===== src/sqcfg_pkg.sv =====
package sqcfg_pkg;

	// ------------------------------------------------------------
	// Register map
	// ------------------------------------------------------------
	localparam logic [7:0]  STEP14_CFG_ADDR   = 8'h9e;
	localparam logic [9:0]  STEP14_BYTE_ADDR  = 10'h278;
	localparam logic [15:0] STEP14_CFG_RESET  = 16'h000e;
	localparam logic [15:0] STEP14_WRITE_MASK = 16'he01f;

	// ------------------------------------------------------------
	// Field positions
	// ------------------------------------------------------------
	localparam int ACTIVE_BIT   = 15;
	localparam int GAIN_HI      = 14;
	localparam int GAIN_LO      = 13;
	localparam int NEG_BIT      = 4;
	localparam int POS_HI       = 3;
	localparam int POS_LO       = 0;

	// ------------------------------------------------------------
	// Encodings
	// ------------------------------------------------------------
	localparam logic [1:0] GAIN_CODE_X1 = 2'h0;
	localparam logic [1:0] GAIN_CODE_X2 = 2'h1;

	typedef enum logic [2:0] {
		SQCFG_GAIN_X1 = 3'h1,
		SQCFG_GAIN_X2 = 3'h2,
		SQCFG_GAIN_X4 = 3'h4
	} sqcfg_gain_type;

	typedef enum logic [1:0] {
		SQCFG_NEG_GROUND = 2'h0,
		SQCFG_NEG_INPUT7 = 2'h1,
		SQCFG_NEG_AUTO   = 2'h2
	} sqcfg_neg_type;

	localparam logic [3:0] POS_TEMP_SENSOR = 4'h8;
	localparam logic [3:0] POS_SHORT       = 4'h9;
	localparam logic [3:0] POS_TEST_DAC    = 4'ha;
	localparam logic [3:0] POS_ANALOG_DIV4 = 4'hb;
	localparam logic [3:0] POS_IO_DIV4     = 4'hc;
	localparam logic [3:0] POS_DIG_DIV4    = 4'hd;
	localparam logic [3:0] POS_ANALOG_POWER  = 4'he;
	localparam logic [3:0] POS_DIGITAL_POWER = 4'hf;

	// Source one-hot: bits 0..7 external, 8..15 internal
	localparam int SOURCE_COUNT = 16;

endpackage


===== src/sqcfg_cfg_if.sv =====
`timescale 1ns/1ns
interface sqcfg_cfg_if;
	logic [15:0] cfg;
	modport store (output cfg);
	modport route (input cfg);
endinterface


===== src/sqcfg_store.sv =====
`timescale 1ns/1ns
module sqcfg_store
	import sqcfg_pkg::*;
(
	input  wire logic        mclk,     // System clock
	input  wire logic        resetn,   // Synchronous reset, active low
	input  wire logic        wr_en,    // One-cycle write strobe
	input  wire logic [15:0] wr_data,  // Write data
	input  wire logic [1:0]  wr_lanes, // Byte lanes to update
	sqcfg_cfg_if.store       cfg_out   // Stored register
);

	logic [15:0] lane_mask;

	assign lane_mask = {{8{wr_lanes[1]}}, {8{wr_lanes[0]}}} & STEP14_WRITE_MASK;

	// Reserved bits 12:5 never load, so they stay zero after reset
	always_ff @(posedge mclk) begin
		if (!resetn) begin
			cfg_out.cfg <= STEP14_CFG_RESET;
		end else if (wr_en) begin
			cfg_out.cfg <= (cfg_out.cfg & ~lane_mask) | (wr_data & lane_mask);
		end
	end

endmodule


===== src/sqcfg_route.sv =====
`timescale 1ns/1ns
module sqcfg_route
	import sqcfg_pkg::*;
(
	input  wire logic                    mclk,     // System clock
	input  wire logic                    resetn,   // Synchronous reset, active low
	sqcfg_cfg_if.route                   cfg_in,   // Stored register
	output logic                         active,   // Step included
	output sqcfg_gain_type               gain,     // Gain one-hot
	output sqcfg_neg_type                neg_sel,  // Negative routing
	output logic [SOURCE_COUNT-1:0]      pos_sel   // Positive source one-hot
);

	logic [3:0] pos_code;

	assign pos_code = cfg_in.cfg[POS_HI:POS_LO];

	always_ff @(posedge mclk) begin
		if (!resetn) begin
			active <= 1'b0;
		end else begin
			active <= cfg_in.cfg[ACTIVE_BIT];
		end
	end

	always_ff @(posedge mclk) begin
		if (!resetn) begin
			gain <= SQCFG_GAIN_X1;
		end else begin
			unique case (cfg_in.cfg[GAIN_HI:GAIN_LO])
				GAIN_CODE_X1: gain <= SQCFG_GAIN_X1;
				GAIN_CODE_X2: gain <= SQCFG_GAIN_X2;
				default:      gain <= SQCFG_GAIN_X4;
			endcase
		end
	end

	// Internal sources have the top code bit set and pick their own return
	always_ff @(posedge mclk) begin
		if (!resetn) begin
			neg_sel <= SQCFG_NEG_AUTO;
		end else if (pos_code[3]) begin
			neg_sel <= SQCFG_NEG_AUTO;
		end else if (cfg_in.cfg[NEG_BIT]) begin
			neg_sel <= SQCFG_NEG_INPUT7;
		end else begin
			neg_sel <= SQCFG_NEG_GROUND;
		end
	end

	always_ff @(posedge mclk) begin
		if (!resetn) begin
			pos_sel <= '0;
		end else begin
			pos_sel <= SOURCE_COUNT'(1) << pos_code;
		end
	end

	chk_auto_neg_forced: assert property (
		@(posedge mclk) disable iff (!resetn)
		cfg_in.cfg[POS_HI] |=> neg_sel == SQCFG_NEG_AUTO)
		else $error("internal source did not force automatic negative input");

	chk_neg_follows_bit: assert property (
		@(posedge mclk) disable iff (!resetn)
		!cfg_in.cfg[POS_HI] && cfg_in.cfg[NEG_BIT] |=> neg_sel == SQCFG_NEG_INPUT7)
		else $error("negative input not routed to input seven");

	// Sampled reset gates the start: the edge of release still loads reset values
	chk_pos_onehot: assert property (
		@(posedge mclk) disable iff (!resetn)
		resetn |=> pos_sel == (SOURCE_COUNT'(1) << $past(pos_code)))
		else $error("positive source does not match code");

	chk_gain_four: assert property (
		@(posedge mclk) disable iff (!resetn)
		cfg_in.cfg[GAIN_HI] |=> gain == SQCFG_GAIN_X4)
		else $error("gain codes 10 and 11 must give gain four");

	chk_temp_source: assert property (
		@(posedge mclk) disable iff (!resetn)
		pos_code == POS_TEMP_SENSOR |=> pos_sel[POS_TEMP_SENSOR] && neg_sel == SQCFG_NEG_AUTO)
		else $error("temperature sensor code not routed");

endmodule


===== src/sqcfg_step14.sv =====
// The APB interface to the registers was left to the implementer.
`timescale 1ns/1ns
module sqcfg_step14
	import sqcfg_pkg::*;
(
	input  wire logic                    mclk,           // System clock, 50 MHz
	input  wire logic                    resetn,         // Synchronous reset, active low
	input  wire logic                    psel,           // APB select
	input  wire logic                    penable,        // APB access phase
	input  wire logic                    pwrite,         // APB write
	input  wire logic [11:0]             paddr,          // APB byte address
	input  wire logic [31:0]             pwdata,         // APB write data
	input  wire logic [3:0]              pstrb,          // APB byte strobes
	output logic                         pready,         // APB ready
	output logic [31:0]                  prdata,         // APB read data
	output logic                         pslverr,        // APB error on unmapped address
	output logic                         step14_active,  // Step in sequence
	output sqcfg_gain_type               step14_amplification, // Gain one-hot
	output sqcfg_neg_type                step14_negative_select, // Negative routing
	output logic [SOURCE_COUNT-1:0]      step14_positive_select  // Positive one-hot
);

	// ------------------------------------------------------------
	// Bus decode
	// ------------------------------------------------------------
	logic        setup;
	logic        hit;
	logic        wr_en;
	logic [15:0] cfg_view;
	logic [3:0]  pos_view;

	sqcfg_cfg_if cfg_bus ();

	// One wait state: ready is registered at the end of the first access cycle, so every
	// transfer completes in the second access-phase cycle.
	assign setup = psel && penable && !pready;
	assign hit   = (paddr == {2'h0, STEP14_BYTE_ADDR});
	assign wr_en = setup && pwrite && hit;
	assign cfg_view = cfg_bus.cfg;
	assign pos_view = cfg_view[POS_HI:POS_LO];

	always_ff @(posedge mclk) begin
		if (!resetn) begin
			pready <= 1'b0;
		end else begin
			pready <= setup;
		end
	end

	always_ff @(posedge mclk) begin
		if (!resetn) begin
			pslverr <= 1'b0;
		end else begin
			pslverr <= setup && !hit;
		end
	end

	// Reserved bits are held at zero in storage, so reads return zero there
	always_ff @(posedge mclk) begin
		if (!resetn) begin
			prdata <= '0;
		end else if (setup && !pwrite && hit) begin
			prdata <= {16'h0000, cfg_view};
		end else begin
			prdata <= '0;
		end
	end

	// ------------------------------------------------------------
	// Storage and routing
	// ------------------------------------------------------------
	sqcfg_store u_store (
		.mclk     (mclk),
		.resetn   (resetn),
		.wr_en    (wr_en),
		.wr_data  (pwdata[15:0]),
		.wr_lanes (pstrb[1:0]),
		.cfg_out  (cfg_bus)
	);

	sqcfg_route u_route (
		.mclk     (mclk),
		.resetn   (resetn),
		.cfg_in   (cfg_bus),
		.active   (step14_active),
		.gain     (step14_amplification),
		.neg_sel  (step14_negative_select),
		.pos_sel  (step14_positive_select)
	);

	// ------------------------------------------------------------
	// Checks
	// ------------------------------------------------------------
	chk_reserved_zero: assert property (
		@(posedge mclk) disable iff (!resetn)
		cfg_view[GAIN_LO-1:NEG_BIT+1] == '0)
		else $error("reserved bits not zero");

	chk_write_lands: assert property (
		@(posedge mclk) disable iff (!resetn)
		wr_en && (&pstrb[1:0]) |=> cfg_view == ($past(pwdata[15:0]) & STEP14_WRITE_MASK))
		else $error("write to step register did not land");

	chk_active_follows: assert property (
		@(posedge mclk) disable iff (!resetn)
		wr_en && pstrb[1] |=> ##1 step14_active == $past(pwdata[ACTIVE_BIT], 2))
		else $error("step enable output does not follow bit 15");

	chk_read_ready: assert property (
		@(posedge mclk) disable iff (!resetn)
		setup |=> pready ##1 !pready)
		else $error("ready not a single cycle after access");

	// ------------------------------------------------------------
	// Reset checks
	// ------------------------------------------------------------
	chk_reset_cfg_value: assert property (
		@(posedge mclk)
		!resetn |=> cfg_view == STEP14_CFG_RESET)
		else $error("register not at reset value after reset");

	chk_reset_active_off: assert property (
		@(posedge mclk)
		!resetn |=> !step14_active)
		else $error("step enable output set during reset");

	chk_reset_gain_one: assert property (
		@(posedge mclk)
		!resetn |=> step14_amplification == SQCFG_GAIN_X1)
		else $error("gain output not one during reset");

	chk_reset_neg_auto: assert property (
		@(posedge mclk)
		!resetn |=> step14_negative_select == SQCFG_NEG_AUTO)
		else $error("negative routing not automatic during reset");

	chk_reset_pos_clear: assert property (
		@(posedge mclk)
		!resetn |=> step14_positive_select == '0)
		else $error("positive routing not clear during reset");

	chk_reset_bus_idle: assert property (
		@(posedge mclk)
		!resetn |=> !pready && !pslverr && prdata == 32'h0000_0000)
		else $error("bus outputs not idle during reset");

	// ------------------------------------------------------------
	// Bus checks
	// ------------------------------------------------------------
	chk_ready_one_cycle: assert property (
		@(posedge mclk) disable iff (!resetn)
		pready |=> !pready)
		else $error("ready held for more than one cycle");

	chk_ready_after_setup: assert property (
		@(posedge mclk) disable iff (!resetn)
		pready |-> $past(setup))
		else $error("ready without a preceding access cycle");

	chk_idle_no_ready: assert property (
		@(posedge mclk) disable iff (!resetn)
		!psel |=> !pready)
		else $error("ready raised while not selected");

	chk_err_with_ready: assert property (
		@(posedge mclk) disable iff (!resetn)
		pslverr |-> pready)
		else $error("error response without ready");

	chk_rdata_idle_zero: assert property (
		@(posedge mclk) disable iff (!resetn)
		!pready |-> prdata == 32'h0000_0000)
		else $error("read data not zero outside a response");

	chk_read_returns_cfg: assert property (
		@(posedge mclk) disable iff (!resetn)
		setup && !pwrite && hit |=> prdata == {16'h0000, $past(cfg_view)})
		else $error("read data does not match register");

	chk_err_unmapped: assert property (
		@(posedge mclk) disable iff (!resetn)
		setup && !hit |=> pslverr)
		else $error("unmapped access without error response");

	chk_no_err_mapped: assert property (
		@(posedge mclk) disable iff (!resetn)
		setup && hit |=> !pslverr)
		else $error("error response on the step register");

	chk_unmapped_no_write: assert property (
		@(posedge mclk) disable iff (!resetn)
		setup && pwrite && !hit |=> $stable(cfg_view))
		else $error("unmapped write changed the register");

	chk_no_lane_no_write: assert property (
		@(posedge mclk) disable iff (!resetn)
		wr_en && pstrb[1:0] == 2'h0 |=> $stable(cfg_view))
		else $error("write without strobes changed the register");

	chk_low_lane_keeps: assert property (
		@(posedge mclk) disable iff (!resetn)
		wr_en && !pstrb[1] |=> cfg_view[15:8] == $past(cfg_view[15:8]))
		else $error("upper byte changed without its strobe");

	chk_high_lane_keeps: assert property (
		@(posedge mclk) disable iff (!resetn)
		wr_en && !pstrb[0] |=> cfg_view[7:0] == $past(cfg_view[7:0]))
		else $error("lower byte changed without its strobe");

	chk_idle_cfg_holds: assert property (
		@(posedge mclk) disable iff (!resetn)
		!wr_en |=> $stable(cfg_view))
		else $error("register changed without a write");

	chk_setup_no_write: assert property (
		@(posedge mclk) disable iff (!resetn)
		psel && !penable |=> $stable(cfg_view))
		else $error("register written in the setup cycle");

	// ------------------------------------------------------------
	// Routing checks
	// ------------------------------------------------------------
	chk_active_set: assert property (
		@(posedge mclk) disable iff (!resetn)
		resetn && cfg_view[ACTIVE_BIT] |=> step14_active)
		else $error("step not included with bit 15 set");

	chk_active_clear: assert property (
		@(posedge mclk) disable iff (!resetn)
		resetn && !cfg_view[ACTIVE_BIT] |=> !step14_active)
		else $error("step included with bit 15 clear");

	chk_gain_code_one: assert property (
		@(posedge mclk) disable iff (!resetn)
		resetn && cfg_view[GAIN_HI:GAIN_LO] == GAIN_CODE_X1 |=> step14_amplification == SQCFG_GAIN_X1)
		else $error("gain code 00 not gain one");

	chk_gain_code_two: assert property (
		@(posedge mclk) disable iff (!resetn)
		resetn && cfg_view[GAIN_HI:GAIN_LO] == GAIN_CODE_X2 |=> step14_amplification == SQCFG_GAIN_X2)
		else $error("gain code 01 not gain two");

	chk_gain_code_four: assert property (
		@(posedge mclk) disable iff (!resetn)
		resetn && cfg_view[GAIN_HI] |=> step14_amplification == SQCFG_GAIN_X4)
		else $error("gain codes 10 and 11 not gain four");

	chk_neg_ground_ref: assert property (
		@(posedge mclk) disable iff (!resetn)
		resetn && !cfg_view[POS_HI] && !cfg_view[NEG_BIT] |=> step14_negative_select == SQCFG_NEG_GROUND)
		else $error("negative input not on ground reference");

	chk_neg_input_seven: assert property (
		@(posedge mclk) disable iff (!resetn)
		resetn && !cfg_view[POS_HI] && cfg_view[NEG_BIT] |=> step14_negative_select == SQCFG_NEG_INPUT7)
		else $error("negative input not on input seven");

	chk_neg_auto_low: assert property (
		@(posedge mclk) disable iff (!resetn)
		resetn && cfg_view[POS_HI] && !cfg_view[NEG_BIT] |=> step14_negative_select == SQCFG_NEG_AUTO)
		else $error("internal source without automatic negative input");

	chk_neg_auto_high: assert property (
		@(posedge mclk) disable iff (!resetn)
		resetn && cfg_view[POS_HI] && cfg_view[NEG_BIT] |=> step14_negative_select == SQCFG_NEG_AUTO)
		else $error("negative select bit not ignored for internal source");

	chk_pos_one_hot: assert property (
		@(posedge mclk) disable iff (!resetn)
		resetn |=> $onehot(step14_positive_select))
		else $error("positive routing not one-hot");

	chk_pos_exact_map: assert property (
		@(posedge mclk) disable iff (!resetn)
		resetn |=> step14_positive_select == (SOURCE_COUNT'(1) << $past(pos_view)))
		else $error("positive routing does not match code");

	chk_pos_temp_sensor: assert property (
		@(posedge mclk) disable iff (!resetn)
		resetn && pos_view == POS_TEMP_SENSOR |=> step14_positive_select[POS_TEMP_SENSOR])
		else $error("temperature sensor not selected");

	chk_pos_internal_short: assert property (
		@(posedge mclk) disable iff (!resetn)
		resetn && pos_view == POS_SHORT |=> step14_positive_select[POS_SHORT])
		else $error("internal short not selected");

	chk_pos_test_dac: assert property (
		@(posedge mclk) disable iff (!resetn)
		resetn && pos_view == POS_TEST_DAC |=> step14_positive_select[POS_TEST_DAC])
		else $error("test source not selected");

	chk_pos_analog_quarter: assert property (
		@(posedge mclk) disable iff (!resetn)
		resetn && pos_view == POS_ANALOG_DIV4 |=> step14_positive_select[POS_ANALOG_DIV4])
		else $error("analog supply monitor not selected");

	chk_pos_io_quarter: assert property (
		@(posedge mclk) disable iff (!resetn)
		resetn && pos_view == POS_IO_DIV4 |=> step14_positive_select[POS_IO_DIV4])
		else $error("io supply monitor not selected");

	chk_pos_digital_quarter: assert property (
		@(posedge mclk) disable iff (!resetn)
		resetn && pos_view == POS_DIG_DIV4 |=> step14_positive_select[POS_DIG_DIV4])
		else $error("digital supply monitor not selected");

	chk_pos_analog_power: assert property (
		@(posedge mclk) disable iff (!resetn)
		resetn && pos_view == POS_ANALOG_POWER |=> step14_positive_select[POS_ANALOG_POWER])
		else $error("analog power monitor not selected");

	chk_pos_digital_power: assert property (
		@(posedge mclk) disable iff (!resetn)
		resetn && pos_view == POS_DIGITAL_POWER |=> step14_positive_select[POS_DIGITAL_POWER])
		else $error("digital power monitor not selected");

endmodule


===== config.mk =====
export PLATFORM = sky130hd
export DESIGN_NAME = sqcfg_step14
export DESIGN_NICKNAME = d
export VERILOG_FILES = /design/src/sqcfg_pkg.sv /design/src/sqcfg_cfg_if.sv /design/src/sqcfg_store.sv /design/src/sqcfg_route.sv /design/src/sqcfg_step14.sv
export SDC_FILE = /design/constraint.sdc
export NUM_CORES = 1
export LEC_CHECK = 0
export ABC_AREA = 1
export BUFFER_PORTS_ARGS = -buffer_cell sky130_fd_sc_hd__buf_2
export CAP_MARGIN = 30
export CORE_MARGIN = 2
export CORE_UTILIZATION = 41
export DETAILED_ROUTE_END_ITERATION = 10
export PLACE_DENSITY_LB_ADDON = 0.1
export SYNTH_ARGS = -nofsm -noshare
export SYNTH_HDL_FRONTEND = slang
export SYNTH_SLANG_ARGS = --single-unit
export TNS_END_PERCENT = 20

===== constraint.sdc =====
create_clock -name mclk -period 1.3 [get_ports mclk]
set_input_delay 0.26 -clock mclk [delete_from_list [all_inputs] [get_ports mclk]]
set_output_delay 0.26 -clock mclk [all_outputs]
set_load 0.03 [all_outputs]

==> out/qor.csv, run 1 <==
stage,metric,value,unit
clock_tree,cts repair resizes,0,
synthesis,area share of the largest cell type after synthesis,50.39,%
route,post-route ant nets,0,
layout,"commonest non-fill, non-tap cell in the layout",buf_2,
timing,RSZ-0062 raised after global routing,no,
layout,Util after Layout,52.75,%
route,Top Layer Used,met4,
timing,"Slew Viols, Final",0,
synthesis,largest area contributor in the synthesized netlist,dfxtp_1,
timing,Setup TNS Final,0,ns
layout,NumNets Final,298,
job,max_cap viols,0,
clock_tree,register clock-pin slew on the reported worst setup and hold paths,0.07,ns
die,chip width,66.26,um
global_route,GRT overflow,0,
power_and_ir_drop,sequential power share,54.2,%
synthesis,main area contributors after synthesis,"dfxtp_1 50%, buf_4 11%, nor2_1 7.1%",
setup_path,most frequent CP cell,nor2_1,
synthesis,Ys Warns,0,
place,Cells after DPL,286,
route,met2 WL,1225,um
route,Residual DRC,0,
timing,Max Fclk,0.9047,GHz
global_route,GRT Overall Usage,13.00,%
power_and_ir_drop,Power Density,1166,nW/um2
route,vias post-DR,1188,
route,drt wl/cell,8.864,um
route,DR WL met3,205,um
setup_path,CP Max Fanout,6,
timing,Min Hold Slack,0.1955,ns
synthesis,post-synthesis sequential area ratio,50.39,%
clock_tree,clock latency on the worst-skew pair,0.28,ns
timing,final critical-path share of the clock period,85.03,%
layout,Finished Layout Cells,294,
global_route,number of global-route vias before repair,971,
clock_tree,CTS Buf Count,5,
die,Ports,109,
synthesis,Post-Syn Area,1589,um2
power_and_ir_drop,switching pwr,566.2,uW
clock_tree,# hold bufs at CTS,0,
setup_path,CP cell instances,inv_1 > nand3_2 > nor2_4 > nand4_4 > nor2_1 > nor2_1,
layout,area growth from synthesis to layout,22.44,%
worst_hold_path,min-delay worst type,primary input to flop,
route,drt via density,4.041,
die,Row Count,22,
clock_tree,CTS max path bufs,2,
timing,# setup viols final,0,
setup_path,slowest stage cell on the critical path,dfxtp_1,
route,1st-iter DRT viols,41,
synthesis,Synth cell types,20,
clock_tree,Post-CTS Setup Inserts,0,
clock_tree,CTS Root Cell,clkbuf_8,
synthesis,#FFs+latches synth,40,
global_route,initial antenna violation count,0,
route,Metal-1 WL,1133,um
power_and_ir_drop,Switching Share,24.95,%
layout,n_diodes,0,
global_route,first-pass GRT wire length,4105,um
timing,Fin Clk Skew,0.004474,ns
global_route,largest net degree at the start of global routing,14,
die,Die ar.,4390,um2
setup_path,Worst Setup Path Type,flop to flop,
setup_path,Worst setup SP type,flop,
clock_tree,CTS H-Tree Depth,2,
synthesis,Syn Inst Count,181,
clock_tree,TritonCTS clock tree,built,
place,Port-buffer cells,58,
place,RD Place Congestion,0.6759,
power_and_ir_drop,Design Power,2269,uW
route,total wire length,2606,um
setup_path,internal reg-to-reg setup slack,0.19,ns
place,placed wire-length estimate,2027,um
die,initial core utilization,43.08,%
power_and_ir_drop,Clk pwr share,36.9,%
power_and_ir_drop,LEAKAGE,0.001084,uW
synthesis,syn_area_per_cell,8.779,um2
die,Die H,66.26,um
clock_tree,clock sink total,40,
timing,final hold violation count,0,
power_and_ir_drop,Internal,1703,uW
layout,share of cells above drive strength 1,38.21,%
timing,Final min period,1.105,ns
route,number of iterations in the first detailed-routing pass,4,
setup_path,crit path DAT,1.29,ns
die,Core ar.,3689,um2
setup_path,Worst path max stage delay,0.32,ns
power_and_ir_drop,worst vdd ir,789.7,uV
power_and_ir_drop,power share of the combinational group,8.9,%
setup_path,endpoint kind of the worst setup timing path,flop,
run_status,status,"complete, no violations",
layout,"commonest cells after routing, fill and taps aside","58 x buf_2, 40 x dfxtp_1, 30 x nor2_1, 24 x conb_1, 21 x nand2_1",
setup_path,WP data required,1.48,ns
-- cell families after synthesis --
group                  count (synthesis)  synth area share (%)
AND/OR/NAND/NOR                       89                 31.26
buffers and inverters                 49                 17.48
flip-flops                            40                 50.39
AO/OA/AOI/OAI                          2                0.6299
other                                  1                0.2360
-- stage by stage --
stage          area (um2)  setup slack (ns)
6_report             1946            0.1946
5_1_grt              1946           0.04471
4_1_cts              1946            0.1783
3_5_place_dp         1848           0.05278
3_3_place_gp         1848           0.05008
2_1_floorplan        1675            0.1445
-- synth_stat cells --
| cell | count |
|---|---|
| nand3_2 | 1 |
| nand2_1 | 21 |
| nor2_8 | 2 |
| nor2_1 | 30 |
| buf_4 | 24 |
| inv_2 | 3 |
| nand4_1 | 3 |
| inv_1 | 20 |
| nor3_1 | 1 |
| nor2_2 | 11 |
| nand2_2 | 4 |
| dfxtp_1 | 40 |
| nand4_4 | 2 |
| nand3_4 | 1 |
| nand3_1 | 11 |
| buf_2 | 1 |
| conb_1 | 1 |
| nor2_4 | 2 |
| o21ai_0 | 2 |
| inv_4 | 1 |
-- critical path: cells and delay by family (launching register included) --
kind	cells	cell delay (ns)
buf+inv	1	0.06
flops	1	0.32
simple gates	5	0.62
-- power groups by stage --
stage,clock network (uW),registers [uW],logic (uW)
floorplan,0,1270,193
global placement,0,1260,201
detailed placement,0,1260,202
CTS,867,1230,202
global route,936,1230,219
finish,838,1230,202
-- layer usage --
layer | track usage (%) | vias up
li1 | - | 629
met2 | 20.50 | 43
met1 | 14.54 | 512
met4 | 7.653 | 0
met5 | 0 | -
met3 | 5.451 | 4
-- worst paths after layout --
check	end	depth (start not counted)	from
setup / recovery	flop	6	pready$_SDFF_PN0_
hold reg to reg	u_route.active$_SDFF_PN0_	2	flop
hold / removal	flop	3	pwdata[13]
setup reg to reg	flop	6	pready$_SDFF_PN0_
-- cell type report --
cell class | instances | area, um2
Clock buffer | 6 | 82.58
Clock inverter | 2 | 15.01
Fill cell | 371 | 1743
Inverter | 24 | 92.59
Multi-Input combinational cell | 115 | 596.8
Sequential cell | 40 | 800.8
Tap cell | 48 | 60.06
Timing Repair Buffer | 59 | 297.8
(Power assumes the default switching activity.)
==> run 2, diff against run 1 <==
--- a/config.mk
+++ b/config.mk
@@ -7,3 +7,2 @@
 export LEC_CHECK = 0
-export ABC_AREA = 1
 export BUFFER_PORTS_ARGS = -buffer_cell sky130_fd_sc_hd__buf_2
@@ -11,3 +10,3 @@
 export CORE_MARGIN = 2
-export CORE_UTILIZATION = 41
+export CORE_UTILIZATION = 39
 export DETAILED_ROUTE_END_ITERATION = 10
==> constraint.sdc (replaced) <==
create_clock -name mclk -period 1.3 [get_ports mclk]
set_input_delay 0 -clock mclk [delete_from_list [all_inputs] [get_ports mclk]]
set_output_delay 0 -clock mclk [all_outputs]
set_load 0.03 [all_outputs]
==> out/qor.csv, run 2 <==
stage,metric,value,unit,change
setup_path,CP cell instances,nand4b_1 > or4_4 > o21ai_1 > o311ai_1,,was inv_1 > nand3_2 > nor2_4 > nand4_4 > nor2_1 > nor2_1
timing,Setup TNS Final,-0.5321,ns,was 0 ns
route,Residual DRC,0,,unchanged
clock_tree,clock latency on the worst-skew pair,0.28,ns,about the same
place,Placed Area,1703,um2,was 1848 um2
setup_path,Buf/Inv on CP,0,,was 1
route,number of iterations in the first detailed-routing pass,4,,unchanged
run_status,failing checks,negative setup slack,,
die,Ports,109,,unchanged
layout,NumNets Final,270,,was 298
layout,Finished Layout Cells,266,,was 294
route,1st-iter DRT viols,34,,was 41
setup_path,slowest stage cell on the critical path,or4_4,,was dfxtp_1
place,Cells after DPL,251,,was 286
timing,"Slew Viols, Final",0,,unchanged
synthesis,#FFs+latches synth,40,,unchanged
clock_tree,clock sink total,40,,unchanged
power_and_ir_drop,Internal,1706,uW,was 1703 uW
timing,final hold violation count,0,,unchanged
setup_path,CP Max Fanout,9,,was 6
die,Die H,64.69,um,was 66.26 um
synthesis,largest area contributor in the synthesized netlist,dfxtp_1,,unchanged
synthesis,main area contributors after synthesis,"dfxtp_1 56%, buf_4 13%, and2_1 4.8%",,"was dfxtp_1 50%, buf_4 11%, nor2_1 7.1%"
timing,setup ws final,-0.09947,ns,was 0.1946 ns
place,Port-buffer cells,58,,unchanged
power_and_ir_drop,Clk pwr share,36.1,%,was 36.9%
layout,share of cells above drive strength 1,34.86,%,was 38.21%
timing,Fin Clk Skew,0.005803,ns,was 0.004474 ns
setup_path,WP data required,1.45,ns,was 1.48 ns
route,post-route ant nets,0,,unchanged
setup_path,critical path's top delay family,simple AND/OR/NAND/NOR gates,,unchanged
timing,# setup viols final,7,,was 0
setup_path,Worst setup SP type,flop,,unchanged
global_route,GRT overflow,0,,unchanged
global_route,initial antenna violation count,0,,unchanged
global_route,GRT Overall Usage,13.04,%,was 13.00%
die,initial core utilization,39.83,%,was 43.08%
power_and_ir_drop,Power Density,1186,nW/um2,was 1166 nW/um2
route,vias post-DR,1097,,was 1188
run_status,status,finished with violations,,"was complete, no violations"
route,drt wl/cell,9.684,um,was 8.864 um
synthesis,top post-synthesis cells by count,"40 x dfxtp_1, 24 x buf_4, 15 x nor2_1",,"was 40 x dfxtp_1, 30 x nor2_1, 24 x buf_4"
synthesis,area share of the largest cell type after synthesis,55.75,%,was 50.39%
setup_path,endpoint kind of the worst setup timing path,flop,,unchanged
synthesis,Synth cell types,26,,was 20
synthesis,"Top FF cell, synth",dfxtp_1,,unchanged
setup_path,crit path DAT,1.55,ns,was 1.29 ns
timing,final critical-path share of the clock period,107.7,%,was 85.03%
setup_path,Worst Setup Path Type,flop to flop,,unchanged
layout,"commonest cells after routing, fill and taps aside","58 x buf_2, 39 x dfxtp_1, 24 x conb_1, 15 x nor2_1, 11 x and2_1",,"was 58 x buf_2, 40 x dfxtp_1, 30 x nor2_1, 24 x conb_1, 21 x nand2_1"
power_and_ir_drop,worst vdd ir,470.5,uV,was 789.7 uV
clock_tree,TritonCTS clock tree,built,,unchanged
synthesis,Post-Syn Area,1436,um2,was 1589 um2
worst_hold_path,min-delay worst type,primary input to flop,,unchanged
timing,Final min period,1.399,ns,was 1.105 ns
global_route,first-pass GRT wire length,4091,um,was 4105 um
global_route,number of global-route vias before repair,955,,was 971
synthesis,Post-synth EDFFs,0,,unchanged
layout,fin area,1879,um2,was 1946 um2
die,chip width,64.69,um,was 66.26 um
synthesis,Ys Warns,0,,unchanged
clock_tree,CTS Buf Count,5,,unchanged
power_and_ir_drop,Switching Share,23.49,%,was 24.95%
timing,Max Fclk,0.7146,GHz,was 0.9047 GHz
power_and_ir_drop,sequential power share,55.2,%,was 54.2%
timing,RSZ-0062 raised after global routing,yes,,was no
power_and_ir_drop,LEAKAGE,0.0009302,uW,was 0.001084 uW
setup_path,Worst path max stage delay,0.50,ns,was 0.32 ns
clock_tree,CTS Root Cell,clkbuf_8,,unchanged
synthesis,post-synthesis sequential area ratio,55.75,%,was 50.39%
clock_tree,CTS max path bufs,2,,unchanged
layout,"commonest non-fill, non-tap cell in the layout",buf_2,,unchanged
die,Die ar.,4184,um2,was 4390 um2
route,drt via density,4.124,,was 4.041
clock_tree,CTS H-Tree Depth,2,,unchanged
place,RD Place Congestion,0.7587,,was 0.6759
power_and_ir_drop,power share of the combinational group,8.7,%,was 8.9%
route,total wire length,2576,um,was 2606 um
layout,Util after Layout,52.12,%,was 52.75%
die,Row Count,22,,unchanged
synthesis,most numerous cell in the Yosys netlist,dfxtp_1,,unchanged
synthesis,syn_area_per_cell,9.771,um2,was 8.779 um2
layout,n_diodes,0,,unchanged
layout,area growth from synthesis to layout,30.84,%,was 22.44%
synthesis,Syn Inst Count,147,,was 181
clock_tree,register clock-pin slew on the reported worst setup and hold paths,0.07,ns,about the same
job,max_cap viols,0,,unchanged
die,Core ar.,3606,um2,was 3689 um2
power_and_ir_drop,switching pwr,523.7,uW,was 566.2 uW
place,placed wire-length estimate,1986,um,was 2027 um
global_route,largest net degree at the start of global routing,14,,unchanged
synthesis,fraction of registers with async set/reset,0,%,unchanged
[run 2: metal layers]
layer | part of all wire [%] | track usage (%) | up-vias | wire [um]
li1 | - | - | 570 | -
met4 | 1.1 | 6.383 | 0 | 29
met5 | 0 | 0 | - | 0
met1 | 44 | 16.38 | 474 | 1141
met3 | 8.7 | 4.688 | 2 | 224
met2 | 46 | 19.79 | 51 | 1180
[run 2: worst reg2reg max path, delay by kind of cell (launching register included)]
family / cells / cell delay (ns)
compound gates: 2 / 0.26
simple gates: 2 / 0.69
flops: 1 / 0.33
[run 2: cells by family (layout without fill, tap and decap cells)]
family / count (synthesis) / after routing / share of synthesized area [%]
AOI/OAI and AO/OA: 14 / 14 / 5.400
DFF: 40 / 40 / 55.75
muxes: 1 / 1 / 0.6969
and+or+nand+nor: 56 / 56 / 22.39
buffers and inverters: 35 / 83 / 15.50
other: 1 / 24 / 0.2611
[run 2: final timing paths]
path / from / slack (ns) / depth (start not counted) / to
max: pready$_SDFF_PN0_ / -0.1 / 4 / flop
min: resetn / 0.02 / 2 / u_route.gain[0]$_SDFF_PN1_
max reg2reg: pready$_SDFF_PN0_ / -0.1 / 4 / flop
min reg2reg: flop / 0.45 / 1 / prdata[15]$_SDFF_PN0_
[run 2: power groups by stage]
stage | sequential (uW) | clock, uW | combinational [uW]
final | 1230 | 805 | 194
after floorplan | 1270 | 0 | 170
after global routing | 1230 | 905 | 207
after CTS | 1230 | 835 | 192
after detailed placement | 1260 | 0 | 175
after global placement | 1260 | 0 | 175
[run 2: what timing repair did]
item / in CTS / in global routing
gates cloned: 0 / 0
pin swaps: 0 / 0
hold buffers: 7 / 0
setup endpoints to repair: 7 / 8
gates resized for setup: 3 / 2
buffers inserted: 0 / 0
hold endpoints to repair: 6 / 0
[run 2: area by class of cell]
cell class,instances,area [um2]
Fill cell,378,1727
Multi-Input combinational cell,95,515.5
Tap cell,48,60.06
Clock buffer,6,82.58
Timing Repair Buffer,68,382.9
Clock inverter,2,10.01
Inverter,7,26.28
Sequential cell,40,802.0
[run 2: through the flow]
stage          total power (uW)  setup WS (ns)  hold WS (ns)
4_1_cts                    2257        -0.1043       0.01333
2_1_floorplan              1437        -0.2515        0.1388
6_report                   2230       -0.09947       0.02032
3_5_place_dp               1433        -0.4525        0.2608
3_3_place_gp               1433        -0.4091        0.2490
5_1_grt                    2342        -0.1946       0.02727
==> run 3, diff against run 2 <==
Settings changed: CORE_UTILIZATION 39 to 35, RECOVER_POWER set to 100, SKIP_LAST_GASP set to 1.
==> out/qor.csv, run 3 (synthesized netlist as in run 2, its figures left out) <==
stage,metric,value,unit,change
timing,final critical-path share of the clock period,106.3,%,was 107.7%
timing,RSZ-0062 raised after global routing,yes,,unchanged
place,placed wire-length estimate,2153,um,was 1986 um
timing,"Slew Viols, Final",0,,unchanged
run_status,failing checks,negative setup slack,,unchanged
die,Core ar.,3971,um2,was 3606 um2
route,total wire length,2808,um,was 2576 um
layout,"commonest non-fill, non-tap cell in the layout",dfxtp_1,,was buf_2
die,Die H,68.06,um,was 64.69 um
setup_path,Buf/Inv on CP,0,,unchanged
global_route,number of global-route vias before repair,1022,,was 955
layout,fill count,427,,was 378
power_and_ir_drop,LEAKAGE,0.0007900,uW,was 0.0009302 uW
global_route,first-pass GRT wire length,4491,um,was 4091 um
setup_path,crit path DAT,1.54,ns,was 1.55 ns
route,post-route ant nets,0,,unchanged
setup_path,endpoint kind of the worst setup timing path,flop,,unchanged
global_route,initial antenna violation count,0,,unchanged
die,Ports,109,,unchanged
setup_path,Worst setup SP type,flop,,unchanged
run_status,status,finished with violations,,unchanged
route,number of iterations in the first detailed-routing pass,4,,unchanged
die,Row Count,23,,was 22
worst_hold_path,Hold Path End,u_route.gain[0]$_SDFF_PN1_,,unchanged
place,RD Place Congestion,0.7568,,was 0.7587
layout,fin area,1827,um2,was 1879 um2
layout,n_diodes,0,,unchanged
route,drt via density,4.213,,was 4.124
setup_path,CP Max Fanout,9,,unchanged
place,Port-buffer cells,58,,unchanged
clock_tree,register clock-pin slew on the reported worst setup and hold paths,0.07,ns,about the same
job,max_cap viols,0,,unchanged
layout,share of cells above drive strength 1,18.81,%,was 34.86%
power_and_ir_drop,Power Density,1182,nW/um2,was 1186 nW/um2
layout,"commonest cells after routing, fill and taps aside","40 x dfxtp_1, 33 x clkbuf_1, 26 x buf_2, 24 x conb_1, 15 x nor2_1",,"was 58 x buf_2, 39 x dfxtp_1, 24 x conb_1, 15 x nor2_1, 11 x and2_1"
timing,Max Fclk,0.7237,GHz,was 0.7146 GHz
layout,area growth from synthesis to layout,27.18,%,was 30.84%
timing,Final min period,1.382,ns,was 1.399 ns
layout,NumNets Final,271,,was 270
worst_hold_path,min-delay worst type,primary input to flop,,unchanged
timing,setup ws final,-0.08181,ns,was -0.09947 ns
global_route,GRT overflow,0,,unchanged
setup_path,critical path's top delay family,simple AND/OR/NAND/NOR gates,,unchanged
timing,Fin Clk Skew,0.004459,ns,was 0.005803 ns
clock_tree,CTS H-Tree Depth,2,,unchanged
setup_path,reg2reg start,pready$_SDFF_PN0_,,unchanged
power_and_ir_drop,Design Power,2159,uW,was 2230 uW
route,vias post-DR,1129,,was 1097
clock_tree,CTS Buf Count,5,,unchanged
setup_path,WP data required,1.45,ns,about the same
clock_tree,TritonCTS clock tree,built,,unchanged
setup_path,CP cell instances,nand4b_1 > or4_4 > o21ai_1 > o311ai_1,,unchanged
place,Placed Area,1713,um2,was 1703 um2
global_route,largest net degree at the start of global routing,14,,unchanged
worst_hold_path,hold path depth,2,,unchanged
die,initial core utilization,36.17,%,was 39.83%
timing,# setup viols final,15,,was 7
setup_path,Reg2Reg Depth,4,,unchanged
route,1st-iter DRT viols,33,,was 34
route,drt wl/cell,10.48,um,was 9.684 um
clock_tree,CTS Root Cell,clkbuf_8,,unchanged
global_route,GRT Overall Usage,13.16,%,was 13.04%
setup_path,Worst path max stage delay,0.50,ns,about the same
setup_path,slowest stage cell on the critical path,or4_4,,unchanged
setup_path,Worst Setup Path Type,flop to flop,,unchanged
clock_tree,clock latency on the worst-skew pair,0.28,ns,about the same
die,Die ar.,4632,um2,was 4184 um2
timing,Setup TNS Final,-0.5713,ns,was -0.5321 ns
setup_path,internal reg-to-reg setup slack,-0.08,ns,was -0.1 ns
route,Residual DRC,0,,unchanged
clock_tree,clock sink total,40,,unchanged
die,chip width,68.06,um,was 64.69 um
worst_hold_path,Hold Crit Start,resetn,,unchanged
power_and_ir_drop,worst vdd ir,382.5,uV,was 470.5 uV
timing,final hold violation count,0,,unchanged
clock_tree,CTS max path bufs,2,,unchanged
run 3: stage by stage:
stage          std cells  hold WS, ns  setup slack [ns]  utilization (%)
2_1_floorplan        170       0.1388           -0.2515                -
3_3_place_gp         254       0.2521           -0.4152            43.13
3_5_place_dp         254       0.2626           -0.4404            43.13
4_1_cts              268      0.01902          -0.09121            46.94
5_1_grt              268      0.02746           -0.1912            46.00
6_report             268      0.02175          -0.08181            46.00
run 3: how the worst max path moves through the flow:
stage,from,to,slack (ns),depth (start not counted)
2_1_floorplan,paddr[1],flop,-0.25,5
3_3_place_gp,paddr[1],flop,-0.42,5
3_5_place_dp,paddr[1],flop,-0.44,5
4_1_cts,pready$_SDFF_PN0_,flop,-0.09,4
5_1_grt,pready$_SDFF_PN0_,flop,-0.19,4
6_report,pready$_SDFF_PN0_,flop,-0.08,4
run 3: metal layers:
layer	up-vias	global-route usage (%)	wire length (um)
met4	0	5.750	50
met3	5	5.099	240
li1	570	-	-
met5	-	0	0
met2	55	21.48	1292
met1	499	15.26	1224
run 3: worst reg2reg max path, cell delays in order (launching register included):
cell      delay (ns)
dfxtp_1         0.31
nand4b_1        0.19
or4_4           0.50
o21ai_1         0.15
o311ai_1        0.11
run 3: what timing repair did:
action	CTS	global route
buffers inserted	0	0
hold buffers	7	0
endpoints found under the setup margin	8	16
resized for setup	1	2
endpoints found under the hold margin	6	0
run 3: layout make-up:
class / count / area (um2) / share of cell area [%]
clock inverter: 1 / 5.005 / 0.2740
multi-input combinational: 95 / 509.2 / 27.88
clock buffer: 6 / 72.57 / 3.973
timing repair buffer: 69 / 350.3 / 19.18
tap: 50 / 62.56 / 3.425
inverter: 7 / 26.28 / 1.438
sequential: 40 / 800.8 / 43.84
run 3: report_power, final:
| group | leakage, uW | total (uW) | switching (uW) | internal (uW) |
|---|---|---|---|---|
| registers | 0.000323 | 1230 | 1.20 | 1230 |
| logic | 0.000426 | 195 | 142 | 53.5 |
| clock network | 0.0000410 | 733 | 369 | 364 |
